--- src/rtl/gate_timer_pkg.sv ---
// package: register map, field positions, reset values and gate source codes for the gated timer
package gate_timer_pkg;

	localparam logic [2:0] ADDR_COUNT_LOW   = 3'h0;
	localparam logic [2:0] ADDR_COUNT_HIGH  = 3'h1;
	localparam logic [2:0] ADDR_TIMER_CTRL  = 3'h2;
	localparam logic [2:0] ADDR_GATE_CTRL   = 3'h3;
	localparam logic [2:0] ADDR_PERIPH_FLAG = 3'h4;
	localparam logic [2:0] ADDR_PERIPH_EN   = 3'h5;
	localparam logic [2:0] ADDR_IRQ_CTRL    = 3'h6;

	// timer_control_reg fields
	localparam int TC_TIMER_ON  = 0;
	localparam int TC_NO_SYNC   = 2;
	localparam int TC_OSC_EN    = 3;
	localparam int TC_CLK_SEL_L = 6;
	// gate_control_reg fields
	localparam int GC_SRC_L     = 0;
	localparam int GC_LEVEL     = 2;
	localparam int GC_ARM_DONE  = 3;
	localparam int GC_SPM       = 4;
	localparam int GC_TOGGLE    = 5;
	localparam int GC_POL       = 6;
	localparam int GC_ENABLE    = 7;
	// flag / enable fields
	localparam int PF_OVF       = 0;
	localparam int PF_GATE      = 7;
	localparam int IC_PERIPH    = 6;
	localparam int IC_GLOBAL    = 7;
	// comparator sync select lives in bits 0/1 of the irq-control spare space is avoided: own reg
	localparam logic [2:0] ADDR_CMP_SYNC = 3'h7;

	localparam logic [7:0] TIMER_CTRL_RST = 8'h00;
	localparam logic [7:0] GATE_CTRL_RST  = 8'h00;
	localparam logic [7:0] FLAG_RST       = 8'h00;
	localparam logic [7:0] EN_RST         = 8'h00;
	localparam logic [1:0] CMP_SYNC_RST   = 2'h3;
	localparam logic [15:0] COUNT_MAX     = 16'hffff;
	localparam logic [7:0] TIMER8_MAX     = 8'hff;

	typedef enum logic [1:0] {
		SRC_PIN,
		SRC_TIMER8_OVF,
		SRC_CMP_ONE,
		SRC_CMP_TWO
	} gate_src_t;

	typedef struct packed {
		logic [2:0] addr;
		logic [7:0] wdata;
		logic       wr;
		logic       rd;
	} bus_req_t;

	typedef struct packed {
		logic gate_input_pin;
		logic cmp_one;
		logic cmp_two;
		logic [7:0] timer8;
		logic timer8_tick;
	} gate_inputs_t;

endpackage : gate_timer_pkg

--- src/rtl/gate_timer.sv ---
// gated 16-bit timer/counter with gate modes, overflow flag and register port
`timescale 1ns/1ps

module gate_timer
	import gate_timer_pkg::*;
#(
	parameter int COUNT_W = 16
) (
	// clock, reset, enable
	input  wire logic         mclk,
	input  wire logic         rst_n,
	input  wire logic         clk_en,
	// register port
	input  wire bus_req_t     bus_req,
	output logic [7:0]        rdata,
	// count clock tick (selected source, one mclk pulse per rising edge) and sleep state
	input  wire logic         count_tick,
	input  wire logic         sleep_mode,
	// gate sources
	input  wire gate_inputs_t gate_in,
	// interrupt, wake, oscillator run and gate level outputs
	output logic              irq_req,
	output logic              wake_req,
	output logic              wake_vector,
	output logic              osc_run,
	output logic              gate_level
);

	// =====================================================================
	// registers
	logic [COUNT_W-1:0] count_q, count_d;
	logic [7:0] tctrl_q, gctrl_q, flag_q, en_q, ictrl_q;
	logic [1:0] cmp_sync_q;
	logic [7:0] rdata_q, rdata_d;
	logic [1:0] pin_sy_q, c1_sy_q, c2_sy_q;
	logic       c1_rt_q, c2_rt_q;
	logic       t8_wrap_q, t8_prev_q;
	logic       gate_prev_q, toggle_q, level_q, level_prev_q;
	logic       irq_q, wake_q, vec_q, osc_q;

	// =====================================================================
	// decode
	function automatic logic wr_hit(input bus_req_t req, input logic [2:0] a);
		return req.wr && (req.addr == a);
	endfunction : wr_hit

	wire logic wr_lo  = wr_hit(bus_req, ADDR_COUNT_LOW);
	wire logic wr_hi  = wr_hit(bus_req, ADDR_COUNT_HIGH);
	wire logic wr_tc  = wr_hit(bus_req, ADDR_TIMER_CTRL);
	wire logic wr_gc  = wr_hit(bus_req, ADDR_GATE_CTRL);
	wire logic wr_pf  = wr_hit(bus_req, ADDR_PERIPH_FLAG);
	wire logic wr_pe  = wr_hit(bus_req, ADDR_PERIPH_EN);
	wire logic wr_ic  = wr_hit(bus_req, ADDR_IRQ_CTRL);
	wire logic wr_cs  = wr_hit(bus_req, ADDR_CMP_SYNC);

	wire logic timer_on   = tctrl_q[TC_TIMER_ON];
	wire logic no_sync    = tctrl_q[TC_NO_SYNC];
	wire logic ext_clk    = tctrl_q[TC_CLK_SEL_L+1];
	wire logic gate_en    = gctrl_q[GC_ENABLE];
	wire logic gate_pol   = gctrl_q[GC_POL];
	wire logic toggle_en  = gctrl_q[GC_TOGGLE];
	wire logic spm_en     = gctrl_q[GC_SPM];
	wire logic armed      = gctrl_q[GC_ARM_DONE];
	wire gate_src_t src   = gate_src_t'(gctrl_q[GC_SRC_L +: 2]);

	// =====================================================================
	// gate source path; first sync stage only feeds the second
	wire logic c1_sel = cmp_sync_q[0] ? c1_sy_q[1] : c1_rt_q;
	wire logic c2_sel = cmp_sync_q[1] ? c2_sy_q[1] : c2_rt_q;
	wire logic t8_wrap = (t8_prev_q && gate_in.timer8 == 8'h00);

	logic gate_raw;
	always_comb begin
		case (src)
			SRC_PIN:        gate_raw = pin_sy_q[1];
			SRC_TIMER8_OVF: gate_raw = t8_wrap_q;
			SRC_CMP_ONE:    gate_raw = c1_sel;
			default:        gate_raw = c2_sel;
		endcase
	end

	wire logic gate_rise  = gate_raw && !gate_prev_q;
	wire logic toggle_d   = toggle_en ? (toggle_q ^ gate_rise) : 1'b0;
	wire logic gate_mid   = toggle_en ? toggle_q : gate_raw;
	wire logic gate_pold  = gate_pol ? gate_mid : !gate_mid;

	// single pulse: window opens on the active edge after arming, closes on trailing edge
	logic sp_open_q;
	wire logic act_rise   = gate_pold && !level_prev_q;
	wire logic act_fall   = !gate_pold && level_prev_q;
	wire logic sp_gate    = sp_open_q || (armed && act_rise);
	wire logic gate_act   = spm_en ? (sp_gate && gate_pold) : gate_pold;

	wire logic count_en   = timer_on && (!gate_en || gate_act);
	wire logic counting   = count_en && count_tick && (!sleep_mode || (ext_clk && no_sync));
	wire logic rollover   = counting && (count_q == COUNT_MAX[COUNT_W-1:0]);

	always_comb begin
		count_d = count_q;
		if (counting) count_d = count_q + 1'b1;
		if (wr_lo) count_d[7:0] = bus_req.wdata;
		if (wr_hi) count_d[15:8] = bus_req.wdata;
	end

	// gate control next value, hardware clears on top of writes; an arming write beats the end-of-pulse arm clear only while the arm bit is clear
	logic [7:0] gctrl_d;
	always_comb begin
		gctrl_d = gctrl_q;
		if (wr_gc) gctrl_d = {bus_req.wdata[7:3], 1'b0, bus_req.wdata[1:0]};
		if (spm_en && sp_open_q && act_fall && !(wr_gc && bus_req.wdata[GC_ARM_DONE] && !armed))
			gctrl_d[GC_ARM_DONE] = 1'b0;
		if (!gctrl_d[GC_SPM]) gctrl_d[GC_ARM_DONE] = 1'b0;
		gctrl_d[GC_LEVEL] = 1'b0;
	end

	// flags: hardware set wins over software clear
	wire logic act_fall_lvl = !gate_pold && level_q;
	logic [7:0] flag_d;
	always_comb begin
		flag_d = wr_pf ? (bus_req.wdata & 8'h81) : flag_q;
		if (rollover) flag_d[PF_OVF] = 1'b1;
		if (act_fall_lvl) flag_d[PF_GATE] = 1'b1;
	end

	wire logic ovf_irq  = flag_q[PF_OVF] && en_q[PF_OVF] && timer_on;
	wire logic gate_irq = flag_q[PF_GATE] && en_q[PF_GATE];
	wire logic per_irq  = (ovf_irq || gate_irq) && ictrl_q[IC_PERIPH];

	// read mux: count bytes come straight from the live count_q; low and high bytes are not latched together
	always_comb begin
		if (bus_req.addr == ADDR_COUNT_LOW) rdata_d = count_q[7:0];
		else if (bus_req.addr == ADDR_COUNT_HIGH) rdata_d = count_q[15:8];
		else if (bus_req.addr == ADDR_TIMER_CTRL) rdata_d = tctrl_q & 8'hfd;
		else if (bus_req.addr == ADDR_GATE_CTRL) rdata_d = {gctrl_q[7:3], level_q, gctrl_q[1:0]};
		else if (bus_req.addr == ADDR_PERIPH_FLAG) rdata_d = flag_q;
		else if (bus_req.addr == ADDR_PERIPH_EN) rdata_d = en_q;
		else if (bus_req.addr == ADDR_IRQ_CTRL) rdata_d = ictrl_q;
		else rdata_d = {6'h00, cmp_sync_q};
	end

	// =====================================================================
	// bus-side registers
	always_ff @(posedge mclk or negedge rst_n) begin
		if (!rst_n) begin
			count_q <= '0;
		end else if (clk_en) begin
			count_q <= count_d;
		end
	end

	always_ff @(posedge mclk or negedge rst_n) begin
		if (!rst_n) begin
			tctrl_q <= TIMER_CTRL_RST;
		end else if (clk_en) begin
			if (wr_tc) tctrl_q <= bus_req.wdata & 8'hfd;
		end
	end

	always_ff @(posedge mclk or negedge rst_n) begin
		if (!rst_n) begin
			gctrl_q <= GATE_CTRL_RST;
		end else if (clk_en) begin
			gctrl_q <= gctrl_d;
		end
	end

	always_ff @(posedge mclk or negedge rst_n) begin
		if (!rst_n) begin
			flag_q <= FLAG_RST;
		end else if (clk_en) begin
			flag_q <= flag_d;
		end
	end

	always_ff @(posedge mclk or negedge rst_n) begin
		if (!rst_n) begin
			en_q <= EN_RST;
		end else if (clk_en) begin
			if (wr_pe) en_q <= bus_req.wdata & 8'h81;
		end
	end

	always_ff @(posedge mclk or negedge rst_n) begin
		if (!rst_n) begin
			ictrl_q <= EN_RST;
		end else if (clk_en) begin
			if (wr_ic) ictrl_q <= bus_req.wdata & 8'hc0;
		end
	end

	always_ff @(posedge mclk or negedge rst_n) begin
		if (!rst_n) begin
			cmp_sync_q <= CMP_SYNC_RST;
		end else if (clk_en) begin
			if (wr_cs) cmp_sync_q <= bus_req.wdata[1:0];
		end
	end

	// read data only stands in the cycle after the strobe, zero otherwise
	always_ff @(posedge mclk or negedge rst_n) begin
		if (!rst_n) begin
			rdata_q <= 8'h00;
		end else if (clk_en) begin
			rdata_q <= bus_req.rd ? rdata_d : 8'h00;
		end
	end

	// =====================================================================
	// gate source synchronisers; the first stage feeds only the second
	always_ff @(posedge mclk or negedge rst_n) begin
		if (!rst_n) begin
			pin_sy_q <= 2'h0;
		end else if (clk_en) begin
			pin_sy_q <= {pin_sy_q[0], gate_in.gate_input_pin};
		end
	end

	always_ff @(posedge mclk or negedge rst_n) begin
		if (!rst_n) begin
			c1_sy_q <= 2'h0;
		end else if (clk_en) begin
			c1_sy_q <= {c1_sy_q[0], gate_in.cmp_one};
		end
	end

	always_ff @(posedge mclk or negedge rst_n) begin
		if (!rst_n) begin
			c2_sy_q <= 2'h0;
		end else if (clk_en) begin
			c2_sy_q <= {c2_sy_q[0], gate_in.cmp_two};
		end
	end

	// pass-through path trades metastability margin for one cycle less latency
	always_ff @(posedge mclk or negedge rst_n) begin
		if (!rst_n) begin
			c1_rt_q <= 1'b0;
		end else if (clk_en) begin
			c1_rt_q <= gate_in.cmp_one;
		end
	end

	always_ff @(posedge mclk or negedge rst_n) begin
		if (!rst_n) begin
			c2_rt_q <= 1'b0;
		end else if (clk_en) begin
			c2_rt_q <= gate_in.cmp_two;
		end
	end

	always_ff @(posedge mclk or negedge rst_n) begin
		if (!rst_n) begin
			t8_prev_q <= 1'b0;
		end else if (clk_en) begin
			if (gate_in.timer8_tick) t8_prev_q <= (gate_in.timer8 == TIMER8_MAX);
		end
	end

	always_ff @(posedge mclk or negedge rst_n) begin
		if (!rst_n) begin
			t8_wrap_q <= 1'b0;
		end else if (clk_en) begin
			t8_wrap_q <= gate_in.timer8_tick && t8_wrap;
		end
	end

	// =====================================================================
	// gate mode state
	always_ff @(posedge mclk or negedge rst_n) begin
		if (!rst_n) begin
			gate_prev_q <= 1'b0;
		end else if (clk_en) begin
			gate_prev_q <= gate_raw;
		end
	end

	always_ff @(posedge mclk or negedge rst_n) begin
		if (!rst_n) begin
			toggle_q <= 1'b0;
		end else if (clk_en) begin
			toggle_q <= toggle_d;
		end
	end

	always_ff @(posedge mclk or negedge rst_n) begin
		if (!rst_n) begin
			level_q <= 1'b0;
		end else if (clk_en) begin
			level_q <= gate_pold;
		end
	end

	always_ff @(posedge mclk or negedge rst_n) begin
		if (!rst_n) begin
			level_prev_q <= 1'b0;
		end else if (clk_en) begin
			level_prev_q <= gate_pold;
		end
	end

	always_ff @(posedge mclk or negedge rst_n) begin
		if (!rst_n) begin
			sp_open_q <= 1'b0;
		end else if (clk_en) begin
			sp_open_q <= spm_en && sp_gate && !act_fall;
		end
	end

	// =====================================================================
	// interrupt and wake outputs
	always_ff @(posedge mclk or negedge rst_n) begin
		if (!rst_n) begin
			irq_q <= 1'b0;
		end else if (clk_en) begin
			irq_q <= per_irq && ictrl_q[IC_GLOBAL];
		end
	end

	always_ff @(posedge mclk or negedge rst_n) begin
		if (!rst_n) begin
			wake_q <= 1'b0;
		end else if (clk_en) begin
			wake_q <= sleep_mode && per_irq;
		end
	end

	always_ff @(posedge mclk or negedge rst_n) begin
		if (!rst_n) begin
			vec_q <= 1'b0;
		end else if (clk_en) begin
			vec_q <= sleep_mode && per_irq && ictrl_q[IC_GLOBAL];
		end
	end

	// oscillator request ignores sleep and the sync bit on purpose
	always_ff @(posedge mclk or negedge rst_n) begin
		if (!rst_n) begin
			osc_q <= 1'b0;
		end else if (clk_en) begin
			osc_q <= tctrl_q[TC_OSC_EN];
		end
	end

	assign rdata = rdata_q;
	assign irq_req = irq_q;
	assign wake_req = wake_q;
	assign wake_vector = vec_q;
	assign osc_run = osc_q;
	assign gate_level = level_q;

endmodule : gate_timer

--- config.mk ---
export PLATFORM = sky130hd
export DESIGN_NAME = gate_timer
export DESIGN_NICKNAME = d
export VERILOG_FILES = /design/src/rtl/gate_timer_pkg.sv /design/src/rtl/gate_timer.sv
export SDC_FILE = /design/constraint.sdc
export NUM_CORES = 1
export LEC_CHECK = 0
export BUFFER_PORTS_ARGS = -buffer_cell sky130_fd_sc_hd__buf_2
export CAP_MARGIN = 10
export CORE_MARGIN = 1.5
export CORE_UTILIZATION = 54
export CTS_CLUSTER_SIZE = 40
export DETAILED_ROUTE_END_ITERATION = 8
export HOLD_SLACK_MARGIN = 0.02
export PLACE_DENSITY = 0.85
export RECOVER_POWER = 50
export SYNTH_ARGS = -nofsm -noshare
export SYNTH_HDL_FRONTEND = slang
export SYNTH_SLANG_ARGS = --single-unit
--- constraint.sdc ---
create_clock -name mclk -period 4 [get_ports mclk]
set_clock_uncertainty 0.05 [all_clocks]
set_input_delay 0.8 -clock mclk [delete_from_list [all_inputs] [get_ports mclk]]
set_output_delay 0.8 -clock mclk [all_outputs]
set_load 0.02 [all_outputs]
==> results.ini <==
[detailed_routing]
wire_per_inst_um=19.27
wl_um=8999
via_per_inst=6.460
drc_errors=0
vias=3017
ant_nets=0
drt-pass1-iter-count=5
drtIter0Drc=230

[timing]
fin_crit_ns=2.815
setup_violations=0
maxSlewHeadroom_pct=-1.527
fin_ws_ns=1.185
rsz0062_at_grt=no
finalCritPeriodShare_pct=70.37
setup_tns_ns=0
timing.final.hold_violations=0
worst_pin_slew_ns=1.523
drv_slew=29
fmax_mhz=355.3

[layout]
antenna_cells=0
drive_above_1_share_pct=25.51
nets=418
areaGrowthSynthToFinish_pct=13.22

[floorplanning]
rows=28
core_area_sq_um=6061
initial_core_util_pct=56.98
dieArea_sq_um=6884
fp.dieH_um=82.97
io_pins=43
fp.dieW_um=82.97

[yosys]
synth_area_leaders=dfrtp_1 43%, mux2_2 9.1%, o21ai_0 6.1%, mux2i_1 3.8%, nand3_1 3.3%
yosysSeqAreaShare_pct=45.00
synth_top_area_share_pct=43.48
netlist.top_cell.by_area=dfrtp_1
ys_types=57
synth-seq-cells=62
async_reset_ff_share_pct=100.0
synth_nets=379
netlist_instances=348
synth_edf_count=0
synth.most_common_cell=dfrtp_1
syn_avg_cell_area_sq_um=9.923
synth.top_cells.by_count=60 x dfrtp_1, 42 x o21ai_0, 28 x mux2_2, 28 x nand2_1, 23 x nand3_1
yosys_warnings=0
synthFlopType=dfrtp_1
synth_area_sq_um=3453

[setup_path]
worst_setup_path_start_kind=primary input
cp-end-kind=register
worstSetupPathType=in -> reg
worstPathMaxFanout=21
arrival_ns=2.99
crit_required_ns=4.18

[grt]
grt_pass1_vias=2956
grt_pass1_wl_um=14810
grt-ovfl-total=0
antenna_found_initial=0
grt_max_degree=36
grt_use_total_pct=27.41

[clocking]
cts_tree=built
cts_hold_buf=0
ctsHtreeMaxLevel=3
clock_latency_ns=0.35
postCtsSetupBuffers=0
cts_resized=0
cts_buffers=9
clock-sinks=62
cts_max_path_buffers=2
cts_root_buf=clkbuf_8
path_clk_slew_ns=0.07

[placement]
dp_hpwl_um=6464
portBuffers=42
dp_slack_ns=1.004
gp_congestion=0.9565

[run_status]
violations=capacitance limit, slew limit
status=finished with violations

[min_path]
hold_class=reg -> reg

[pwr]
p_per_area_nw_per_um2=513.0
ir_drop_mv=0.3228
leakage_nw=1.644

[run]
maxCapViolCount=1

## critical path: stages
cell,delay [ns]
clkbuf_1,0.64
clkbuf_1,0.76
nand2_1,0.39
mux2_2,0.38
## cell usage in the layout, fill, tap and decap left out, types with 2 or more instances in the layout
cell type  instances
nor4_1             3
bufinv_16          2
a211oi_1           3
clkbuf_8          10
a21oi_1           15
buf_2             40
nand2_1           28
dfrtp_1           60
nand3_1           23
nor3_1             3
a2bb2oi_1         13
dfstp_2            2
mux2i_1           13
o32ai_1            2
nor2b_1            5
nand2b_1           3
mux4_2             2
and3_1             2
o31ai_1            2
nor2_1            18
o21ai_0           42
o22ai_1            4
o211ai_1           3
or3_1              3
mux2_2            28
inv_1             12
a31oi_1            4
nand4_1            5
and3_2             2
clkinv_2           2
o2bb2ai_1          6
clkbuf_1           5
## path summary, 6_finish.rpt
path                                     from     endpoint  slack (ns)  cells past startpoint
worst max-delay path                   clk_en   gctrl_q[0]        1.19                      4
worst min-delay path                t8_prev_q    t8_prev_q        0.43                      2
worst max register to register  cmp_sync_q[0]  count_q[11]        1.67                      6
worst min register to register      t8_prev_q    t8_prev_q        0.43                      2
max in group asynchronous               rst_n   gctrl_q[0]        1.55                      2
min in group asynchronous               rst_n     rdata[4]        0.76                      1
## cell families (layout without fill, tap and decap cells)
kind of cell | Yosys count | count (layout) | synth area share [%]
muxes | 43 | 43 | 14.20
and+or+nand+nor | 103 | 103 | 15.22
buffers and inverters | 28 | 72 | 3.297
adders and majority gates | 1 | 1 | 0.3623
DFF | 62 | 62 | 45.00
AOI/OAI and AO/OA | 111 | 111 | 21.92
## area by class of cell
type	instances	area (sq um)
timing repair buffer	44	216.5
multi-input combinational	258	1785
inverter	12	45.04
clock buffer	12	145.1
fill	499	2151
clock inverter	4	70.07
tap	75	93.84
sequential	62	1554
## metal layers
metal	track usage [%]	vias up	part of all wire (%)
li1	-	1389	-
met3	8.350	25	7.5
met5	0	-	0
met4	13.18	0	3.2
met1	34.68	1477	42
met2	42.94	126	47
## where the power goes
| group | switching [W] | internal (W) |
|---|---|---|
| Combinational | 0.000247 | 0.000219 |
| Sequential | 0.000166 | 0.000765 |
| Clock | 0.000242 | 0.000366 |
## registers in the layout, summed over array words and instances, names as in the netlist, 2 cells and up
register    flops
c1_sy_q         2
c2_sy_q         2
cmp_sync_q      2
ictrl_q         2
count_q        16
pin_sy_q        2
flag_q          2
tctrl_q         7
en_q            2
rdata           8
gctrl_q         7
## stage by stage
stage | total power (W) | utilization [%] | hold WS (ns) | cell area (sq um) | cells
2_1_floorplan | 0.001226 | - | 0.3904 | 3453 | 348
3_3_place_gp | 0.001368 | 61.11 | 0.4074 | 3704 | 451
3_5_place_dp | 0.001394 | 61.11 | 0.4203 | 3704 | 451
4_1_cts | 0.002009 | 64.66 | 0.4243 | 3919 | 467
5_1_grt | 0.002109 | 64.51 | 0.4544 | 3910 | 467
6_report | 0.002006 | 64.51 | 0.4283 | 3910 | 467
(Power assumes the default switching activity.)
